### src/rtl/fault_pkg.sv
// Constants shared by the fault supervisor and its helpers.
// Assumes a single 100 MHz clock domain; the long windows come from the
// timing capacitor ramp, not from clock counts.
// =====================================================================
// Fault supervisor package
// =====================================================================
package fault_pkg;
    // Clock period in ns
    localparam int CLK_PERIOD_NS = 10;
    // One fault window in ms, as built from the timing capacitor ramp
    localparam int WINDOW_MS = 128;
    // Default ramp cycles of the timing capacitor that make one window
    localparam int RAMP_CYCLES_PER_WINDOW = 1024;
    // Burst pattern period in windows
    localparam int BURST_PERIOD_WINDOWS = 8;
    // Windows with pulses inside one burst period
    localparam int BURST_ON_WINDOWS = 1;
    // Windows blanked inside one burst period
    localparam int BLANK_WINDOWS = BURST_PERIOD_WINDOWS - BURST_ON_WINDOWS;
    // Width of the blank window counter
    localparam int BLANK_CNT_W = 3;
    // Synchroniser depth is fixed at two flops
    localparam logic RESET_LOW = 1'b0;
    localparam logic RESET_HIGH = 1'b1;

    // Supervisor states, one-hot
    typedef enum logic [5:0] {
        ST_NORMAL = 6'h01,
        ST_FAULT_TIMING = 6'h02,
        ST_BLANK = 6'h04,
        ST_BURST_ON = 6'h08,
        ST_WAIT_UV = 6'h10,
        ST_OV_OFF = 6'h20
    } sup_state_e;
endpackage : fault_pkg

### src/rtl/level_sync.sv
// Two-flop synchroniser for one comparator level.
// Assumes the input is asynchronous to ref_clk; only the second flop
// is read outside.
`timescale 1ns/1ps
`default_nettype none
// =====================================================================
// Level synchroniser
// =====================================================================
module level_sync #(
    parameter logic RESET_VALUE = 1'b0
) (
    input wire logic ref_clk,
    input wire logic resetn,
    input wire logic async_in,
    output logic sync_out
);
    logic meta_reg; // First stage, read only by the second

    // Two flops in series to settle metastability
    always_ff @(posedge ref_clk or negedge resetn) begin
        if (!resetn) begin
            meta_reg <= RESET_VALUE;
            sync_out <= RESET_VALUE;
        end else begin
            meta_reg <= async_in;
            sync_out <= meta_reg;
        end
    end
endmodule : level_sync
`default_nettype wire

### src/rtl/ramp_divider.sv
// Divider that turns timing capacitor ramp cycles into window pulses.
// Assumes ramp_pulse is a one-cycle pulse per completed up/down ramp.
`timescale 1ns/1ps
`default_nettype none
// =====================================================================
// Ramp cycle divider
// =====================================================================
module ramp_divider #(
    parameter int CYCLES = 1024
) (
    input wire logic ref_clk,
    input wire logic resetn,
    input wire logic restart,
    input wire logic ramp_pulse,
    output logic window_done
);
    localparam int CW = $clog2(CYCLES + 1);
    localparam logic [CW-1:0] LAST = CW'(CYCLES - 1);

    logic [CW-1:0] count_reg; // Ramp cycles seen in this window

    // Count ramps; restart clears the count without a pulse
    always_ff @(posedge ref_clk or negedge resetn) begin
        if (!resetn) begin
            count_reg <= '0;
            window_done <= 1'b0;
        end else if (restart) begin
            count_reg <= '0;
            window_done <= 1'b0;
        end else if (ramp_pulse) begin
            // Wrap at the end of the window and flag it
            if (count_reg == LAST) begin
                count_reg <= '0;
                window_done <= 1'b1;
            end else begin
                count_reg <= count_reg + CW'(1);
                window_done <= 1'b0;
            end
        end else begin
            window_done <= 1'b0;
        end
    end
endmodule : ramp_divider
`default_nettype wire

### src/rtl/fault_timer_burst_supervisor.sv
// Fault supervisor: error flag, fault window, hiccup burst and
// overvoltage shutdown for an offline flyback controller.
// Assumes comparator levels and the timing capacitor ramp comparator
// arrive asynchronously; all are synchronised here. Power-up drives resetn.
//
// What this block does
// - Sustained low virtual ground stops drive pulses
// - Burst: one window pulses, eight-window period
// - Loop restored while blanked: resume at upper crossing
// - Error flag high on either saturation direction
// - No error: capacitor on VCO, supervisor transparent
// - Error: capacitor to fault timer, VCO released
// - Fault timing counts ramp cycles through divider
// - Error clears early: abandon timing, back normal
// - Blanking keeps start-up source hiccuping
// - Overvoltage input shuts switching down at once
// - After overvoltage, restart at lower threshold if cleared
`timescale 1ns/1ps
`default_nettype none
// =====================================================================
// Top module
// =====================================================================
module fault_timer_burst_supervisor
    import fault_pkg::*;
#(
    parameter int RAMP_CYCLES = RAMP_CYCLES_PER_WINDOW
) (
    input wire logic ref_clk,
    input wire logic resetn,
    // Virtual ground saturated high (feedback lost upward)
    input wire logic vground_high_raw,
    // Virtual ground below its lower fault threshold
    input wire logic vground_low_raw,
    // Overvoltage shutdown input above its threshold
    input wire logic overvoltage_shutdown_input,
    // Supply above the upper undervoltage threshold
    input wire logic undervoltage_upper_threshold,
    // Supply below the lower undervoltage threshold
    input wire logic undervoltage_lower_threshold,
    // Timing capacitor ramp at its top turning point
    input wire logic timing_capacitor_peak,
    // Gate drive may issue pulses
    output logic drive_enable_reg,
    // Timing capacitor routed to the VCO (low: to the fault timer)
    output logic cap_to_vco_reg,
    // VCO steers frequency; low lets borderline_conduction_mode run free
    output logic vco_control_reg,
    // Internal error flag
    output logic error_flag_reg,
    // Confirmed fault, pulses being burst
    output logic fault_confirmed_reg,
    // Start-up current source enabled
    output logic startup_source_on_reg,
    // Overvoltage shutdown latched
    output logic overvoltage_latched_reg
);

    // =================================================================
    // Input synchronisers
    // =================================================================
    logic vg_high_s; // Synced high saturation
    logic vg_low_s; // Synced low fault level
    logic ov_s; // Synced overvoltage
    logic uv_upper_s; // Synced upper threshold level
    logic uv_lower_s; // Synced lower threshold level
    logic ramp_s; // Synced ramp peak level

    // Every comparator passes two flops first
    level_sync #(.RESET_VALUE(RESET_LOW)) u_sync_vgh (
        .ref_clk(ref_clk),
        .resetn(resetn),
        .async_in(vground_high_raw),
        .sync_out(vg_high_s)
    );
    level_sync #(.RESET_VALUE(RESET_LOW)) u_sync_vgl (
        .ref_clk(ref_clk),
        .resetn(resetn),
        .async_in(vground_low_raw),
        .sync_out(vg_low_s)
    );
    level_sync #(.RESET_VALUE(RESET_LOW)) u_sync_ov (
        .ref_clk(ref_clk),
        .resetn(resetn),
        .async_in(overvoltage_shutdown_input),
        .sync_out(ov_s)
    );
    level_sync #(.RESET_VALUE(RESET_LOW)) u_sync_uvh (
        .ref_clk(ref_clk),
        .resetn(resetn),
        .async_in(undervoltage_upper_threshold),
        .sync_out(uv_upper_s)
    );
    level_sync #(.RESET_VALUE(RESET_HIGH)) u_sync_uvl (
        .ref_clk(ref_clk),
        .resetn(resetn),
        .async_in(undervoltage_lower_threshold),
        .sync_out(uv_lower_s)
    );
    level_sync #(.RESET_VALUE(RESET_LOW)) u_sync_ramp (
        .ref_clk(ref_clk),
        .resetn(resetn),
        .async_in(timing_capacitor_peak),
        .sync_out(ramp_s)
    );

    // =================================================================
    // Edge detection on synced levels
    // =================================================================
    logic uv_upper_d_reg; // Previous upper level
    logic uv_lower_d_reg; // Previous lower level
    logic ramp_d_reg; // Previous ramp level
    logic uv_upper_rise; // Supply crossed above upper threshold
    logic uv_lower_fall; // Supply fell through lower threshold
    logic ramp_pulse; // One completed ramp cycle

    // Delay the synced levels one cycle for edge finding
    always_ff @(posedge ref_clk or negedge resetn) begin
        if (!resetn) begin
            uv_upper_d_reg <= 1'b0;
            uv_lower_d_reg <= 1'b1;
            ramp_d_reg <= 1'b0;
        end else begin
            uv_upper_d_reg <= uv_upper_s;
            uv_lower_d_reg <= uv_lower_s;
            ramp_d_reg <= ramp_s;
        end
    end

    assign uv_upper_rise = uv_upper_s & ~uv_upper_d_reg;
    assign uv_lower_fall = uv_lower_s & ~uv_lower_d_reg;
    assign ramp_pulse = ramp_s & ~ramp_d_reg;

    // =================================================================
    // Error flag
    // =================================================================
    logic error_now; // Loop cannot hold the virtual ground

    // Either saturation direction counts as an error
    assign error_now = vg_high_s | vg_low_s;

    // Registered copy for the outside
    always_ff @(posedge ref_clk or negedge resetn) begin
        if (!resetn) begin
            error_flag_reg <= 1'b0;
        end else begin
            error_flag_reg <= error_now;
        end
    end

    // =================================================================
    // Window divider on the timing capacitor
    // =================================================================
    sup_state_e state_reg; // Current supervisor state
    sup_state_e state_next; // Next supervisor state
    logic div_restart; // Start a fresh window
    logic window_done; // One window has elapsed

    // Restart on every state change and whenever the VCO owns the cap
    assign div_restart = (state_next != state_reg) | (state_reg == ST_NORMAL)
        | (state_reg == ST_WAIT_UV) | (state_reg == ST_OV_OFF);

    // Ramp cycles divided down to the long window
    ramp_divider #(.CYCLES(RAMP_CYCLES)) u_divider (
        .ref_clk(ref_clk),
        .resetn(resetn),
        .restart(div_restart),
        .ramp_pulse(ramp_pulse),
        .window_done(window_done)
    );

    // =================================================================
    // Blank window counter
    // =================================================================
    logic [BLANK_CNT_W-1:0] blank_cnt_reg; // Blanked windows so far
    localparam logic [BLANK_CNT_W-1:0] BLANK_LAST = BLANK_CNT_W'(BLANK_WINDOWS - 1);

    // Count windows spent blanked; cleared outside blanking
    always_ff @(posedge ref_clk or negedge resetn) begin
        if (!resetn) begin
            blank_cnt_reg <= '0;
        end else if (state_reg != ST_BLANK) begin
            blank_cnt_reg <= '0;
        end else if (window_done) begin
            blank_cnt_reg <= blank_cnt_reg + BLANK_CNT_W'(1);
        end
    end

    // =================================================================
    // Supervisor state machine
    // =================================================================
    // Next-state choice; overvoltage outranks every fault path
    always_comb begin
        state_next = state_reg;
        case (state_reg)
            ST_NORMAL: begin
                if (ov_s) begin
                    state_next = ST_OV_OFF;
                end else if (error_now) begin
                    state_next = ST_FAULT_TIMING;
                end
            end
            ST_FAULT_TIMING: begin
                if (ov_s) begin
                    state_next = ST_OV_OFF;
                end else if (!error_now) begin
                    state_next = ST_NORMAL;
                end else if (window_done) begin
                    state_next = ST_BLANK;
                end
            end
            ST_BLANK: begin
                if (ov_s) begin
                    state_next = ST_OV_OFF;
                end else if (!error_now) begin
                    state_next = ST_WAIT_UV;
                end else if (window_done && blank_cnt_reg == BLANK_LAST) begin
                    state_next = ST_BURST_ON;
                end
            end
            ST_BURST_ON: begin
                if (ov_s) begin
                    state_next = ST_OV_OFF;
                end else if (!error_now) begin
                    state_next = ST_NORMAL;
                end else if (window_done) begin
                    state_next = ST_BLANK;
                end
            end
            ST_WAIT_UV: begin
                if (ov_s) begin
                    state_next = ST_OV_OFF;
                end else if (uv_upper_rise) begin
                    state_next = ST_NORMAL;
                end
            end
            ST_OV_OFF: begin
                // New start-up at the lower crossing, only once cleared
                if (uv_lower_fall && !ov_s) begin
                    state_next = ST_WAIT_UV;
                end
            end
            default: begin
                state_next = ST_NORMAL;
            end
        endcase
    end

    // State register
    always_ff @(posedge ref_clk or negedge resetn) begin
        if (!resetn) begin
            state_reg <= ST_NORMAL;
        end else begin
            state_reg <= state_next;
        end
    end

    // =================================================================
    // Drive and capacitor routing outputs
    // =================================================================
    // Pulses allowed in normal, fault timing and the burst-on window
    always_ff @(posedge ref_clk or negedge resetn) begin
        if (!resetn) begin
            drive_enable_reg <= 1'b0;
        end else begin
            drive_enable_reg <= (state_next == ST_NORMAL)
                | (state_next == ST_FAULT_TIMING)
                | (state_next == ST_BURST_ON);
        end
    end

    // Capacitor and VCO follow the error path
    always_ff @(posedge ref_clk or negedge resetn) begin
        if (!resetn) begin
            cap_to_vco_reg <= 1'b1;
            vco_control_reg <= 1'b1;
        end else begin
            cap_to_vco_reg <= (state_next == ST_NORMAL) | (state_next == ST_WAIT_UV)
                | (state_next == ST_OV_OFF);
            vco_control_reg <= (state_next == ST_NORMAL);
        end
    end

    // Confirmed fault spans blanking and burst windows
    always_ff @(posedge ref_clk or negedge resetn) begin
        if (!resetn) begin
            fault_confirmed_reg <= 1'b0;
        end else begin
            fault_confirmed_reg <= (state_next == ST_BLANK) | (state_next == ST_BURST_ON);
        end
    end

    // Overvoltage shutdown held until the restart condition
    always_ff @(posedge ref_clk or negedge resetn) begin
        if (!resetn) begin
            overvoltage_latched_reg <= 1'b0;
        end else begin
            overvoltage_latched_reg <= (state_next == ST_OV_OFF);
        end
    end

    // =================================================================
    // Start-up source hysteresis
    // =================================================================
    // On at the lower crossing, off at the upper, in every state
    always_ff @(posedge ref_clk or negedge resetn) begin
        if (!resetn) begin
            startup_source_on_reg <= 1'b1;
        end else if (uv_lower_fall) begin
            startup_source_on_reg <= 1'b1;
        end else if (uv_upper_rise) begin
            startup_source_on_reg <= 1'b0;
        end
    end

endmodule : fault_timer_burst_supervisor
`default_nettype wire

### config.mk
export PLATFORM = sky130hd
export DESIGN_NAME = fault_timer_burst_supervisor
export DESIGN_NICKNAME = d
export VERILOG_FILES = /design/src/rtl/fault_pkg.sv /design/src/rtl/level_sync.sv /design/src/rtl/ramp_divider.sv /design/src/rtl/fault_timer_burst_supervisor.sv
export SDC_FILE = /design/constraint.sdc
export NUM_CORES = 1
export LEC_CHECK = 0
export ABC_AREA = 1
export CAP_MARGIN = 10
export CORE_MARGIN = 3
export CORE_UTILIZATION = 26
export CTS_CLUSTER_SIZE = 20
export DETAILED_ROUTE_END_ITERATION = 10
export DONT_BUFFER_PORTS = 1
export SETUP_SLACK_MARGIN = 0.3
export SYNTH_ARGS = -nofsm -noshare
export SYNTH_HDL_FRONTEND = slang
export SYNTH_SLANG_ARGS = --single-unit
### constraint.sdc
create_clock -name ref_clk -period 1.99 [get_ports ref_clk]
set_input_delay 0.199 -clock ref_clk [delete_from_list [all_inputs] [get_ports ref_clk]]
set_output_delay 0.199 -clock ref_clk [all_outputs]
set_load 0.03 [all_outputs]
==> flow_summary_export.csv <==
group,metric,value,unit
routing,dr.pass1.iters,4,
cells_and_area,largest_reg_flops,11,
power,ir_drop,0.464,mV
synthesis,synthCells,225,
critical_path,cp_common_cell,"nand2_2",
global_route,grt_pass1_wl,7490,µm
timing,period_share,0.934,
routing,routed_wl,4230,µm
critical_path,cp_slowest_cell,"dfstp_2",
global_route,grt_max_degree,44,
critical_path,path_class,"flip-flop to flip-flop",
die,dieArea,0.00888,mm²
critical_path,cp_max_fo,6,
routing,drt_iter0_drc,76,
clocking,clkLatencyLatePin,290,ps
place,port_buffers,0,
routing,drc,0,
die,rows,31,
cells_and_area,fillerInstances,725,
status,status,"complete, no violations",
synthesis,yosysSeqAreaShare,0.536,
cells_and_area,final_cells,358,
timing,fin_setup_tns,0,ps
die,core_area,0.00741,mm²
die,start_util,0.273,
place,gp_congestion,0.903,
critical_path,endpoint_kind,"flip-flop",
global_route,grt_pass1_vias,1580,
synthesis,synth.distinct_cells,30,
cells_and_area,drive_gt1_frac,0.324,
cells_and_area,syn_to_final_growth,27.1,%
critical_path,slowest_delay,610,ps
critical_path,crit_arrival,2090,ps
global_route,grt_antenna_before_repair,0,
power,fin_total_pwr,0.00273,W
die,fp.dieH,94.2,µm
routing,via_per_inst,4.31,
timing,hold_violations,0,
timing,min_period,1860,ps
synthesis,syn-num-nets,236,
hold_path,worstHoldPathType,"flip-flop to flip-flop",
synthesis,netlist_area,0.00202,mm²
timing,clock_skew,5.58,ps
place,pre_cts_slack,83.7,ps
global_route,grt-ovfl-total,0,
clocking,cts.sinks,43,
clocking,clk_pin_slew,80,ps
timing,worstMarginPinSlew,397,ps
critical_path,crit_buf_inv,2,
timing,slew_headroom,0.732,
timing,rsz0062_at_grt,"yes",
die,ioPinCount,15,
global_route,grt_usage,0.110,
synthesis,avgSynthCellArea,8.99,µm²
timing,worst_slack,132,ps
power,powerDensity,1060,mW/mm²
critical_path,cp_top_family,"simple AND/OR/NAND/NOR gates",
clocking,cts_tree,"yes",
die,chipWidth,94.2,µm
critical_path,path_cells,"inv_4, nor2_4, nand3_4, nand2_2, nor2_2, nand2_2, nand2_2, nand2_2, nand3_2, nor2_2, nand3_2, buf_6, nor2_4",
clocking,clk_path_buf_depth,2,
critical_path,start_kind,"flip-flop",
critical_path,crit_required,2220,ps
timing,slew_violations,0,
routing,wl_per_cell,11.8,µm
place,place_hpwl,2990,µm
cells_and_area,fin_util,0.347,
synthesis,yosysWarnings,0,
place,dp_cells,337,
clocking,cts.htree.levels,2,
clocking,cts_root_buffer,"clkbuf_8",
synthesis,synth-seq-cells,43,
cells_and_area,diodes,0,
power,p_leak,1.19,nW
timing,finalSetupViolCount,0,
clocking,cts_buffers,5,
routing,drtAntennaViolNets,0,
job,maxCapViolations,0,
timing,clock.fmax,0.538,GHz
cells_and_area,layout.nets,269,
routing,vias,1544,
## per-stage QoR
| step | cell area (µm²) | hold slack, ps |
|---|---|---|
| after CTS | 2510 | 352 |
| final | 2570 | 350 |
| after floorplan | 2020 | -96.6 |
| after global placement | 2240 | -94.7 |
| after detailed placement | 2240 | -94.6 |
| after global routing | 2570 | 362 |
## power by group
| part | switching, W | leakage (nW) | internal (W) |
|---|---|---|---|
| clock network | 0.000285 | 0.0422 | 0.000246 |
| logic | 0.000604 | 0.607 | 0.000439 |
| registers | 0.000159 | 0.539 | 0.000993 |
## final timing paths
path | endpoint | slack (ps) | start | cells past startpoint
max | u_divider.count_reg[8] | 130 | state_reg[0] | 13
min | u_sync_vgl.sync_out | 350 | u_sync_vgl.meta_reg | 0
max reg2reg | u_divider.count_reg[8] | 130 | state_reg[0] | 13
min reg2reg | u_sync_vgl.sync_out | 350 | u_sync_vgl.meta_reg | 0
max in group asynchronous | u_sync_uvl.meta_reg | 1330 | resetn | 2
min in group asynchronous | u_divider.count_reg[9] | 390 | resetn | 2
## per-layer routing
metal  vias up  share of wire  global-route usage
met5         -              0                   0
met4         0          0.029              0.0529
met3         9          0.043              0.0329
met2        28           0.47               0.172
met1       732           0.46               0.137
li1        775              -                   -
## cell families after synthesis
logic type,Yosys count,synth area share
AND/OR/NAND/NOR,123,0.297
flip-flops,43,0.536
buffers and inverters,31,0.0618
AO/OA/AOI/OAI,18,0.0557
XOR/XNOR,7,0.0303
adder cells (fa/ha/maj),3,0.0186
## what timing repair did
action / CTS / global route
hold buffers: 8 / 0
endpoints found under the hold margin: 49 / 0
pin swaps: 5 / 6
resized for setup: 15 / 12
endpoints found under the setup margin: 12 / 13
buffers inserted: 4 / 1
## final cells by class
class	instances	area, µm²	share of cell area
Sequential cell	43	1080	0.422
Clock buffer	7	76.3	0.0297
Timing Repair Buffer	28	275	0.107
Multi-Input combinational cell	151	895	0.348
Clock inverter	1	5.00	0.00195
Tap cell	99	124	0.0482
Inverter	29	111	0.0433
## Yosys cell counts
cell	number	area, µm²
nor3b_1	1	7.51
o21ai_0	6	30.0
a21oi_2	1	8.76
nor4_1	2	12.5
nand2_1	44	165
o31ai_1	1	7.51
xor2_1	6	52.6
ha_1	3	37.5
inv_2	7	26.3
nor3_1	2	10.0
o311ai_0	1	8.76
nand3_1	18	90.1
o21ai_1	2	10.0
a21oi_1	3	15.0
nand4_1	3	18.8
xnor2_1	1	8.76
nor2_1	26	97.6
nor2_4	4	45.0
nand3_2	3	30.0
buf_2	1	5.00
nor2_2	15	93.8
inv_1	22	82.6
dfstp_2	7	184
buf_6	1	11.3
a22o_1	1	8.76
a21o_1	1	7.51
a32oi_1	1	8.76
a22oi_1	1	7.51
dfrtp_1	36	901
nand2_2	5	31.3
## placed cells by master (no fill, tap or decap), types with 2 or more instances in the layout
cell type and instances:
nand2_1 40, dfrtp_1 36, inv_1 21, nor2_1 21, nor2_2 16, buf_4 16, nand3_1 14, nand2_2 9
nor2_4 8, inv_2 7, dfstp_2 7, dlygate4sd3_1 7, nand3_2 6, xor2_1 6, o21ai_0 5, clkbuf_8 5
o21ai_1 3, nand4_1 3, ha_1 3, nor4_1 2, a21oi_1 2, nor3_1 2, clkbuf_1 2, buf_6 2
Power figures use the tool's default switching activity.
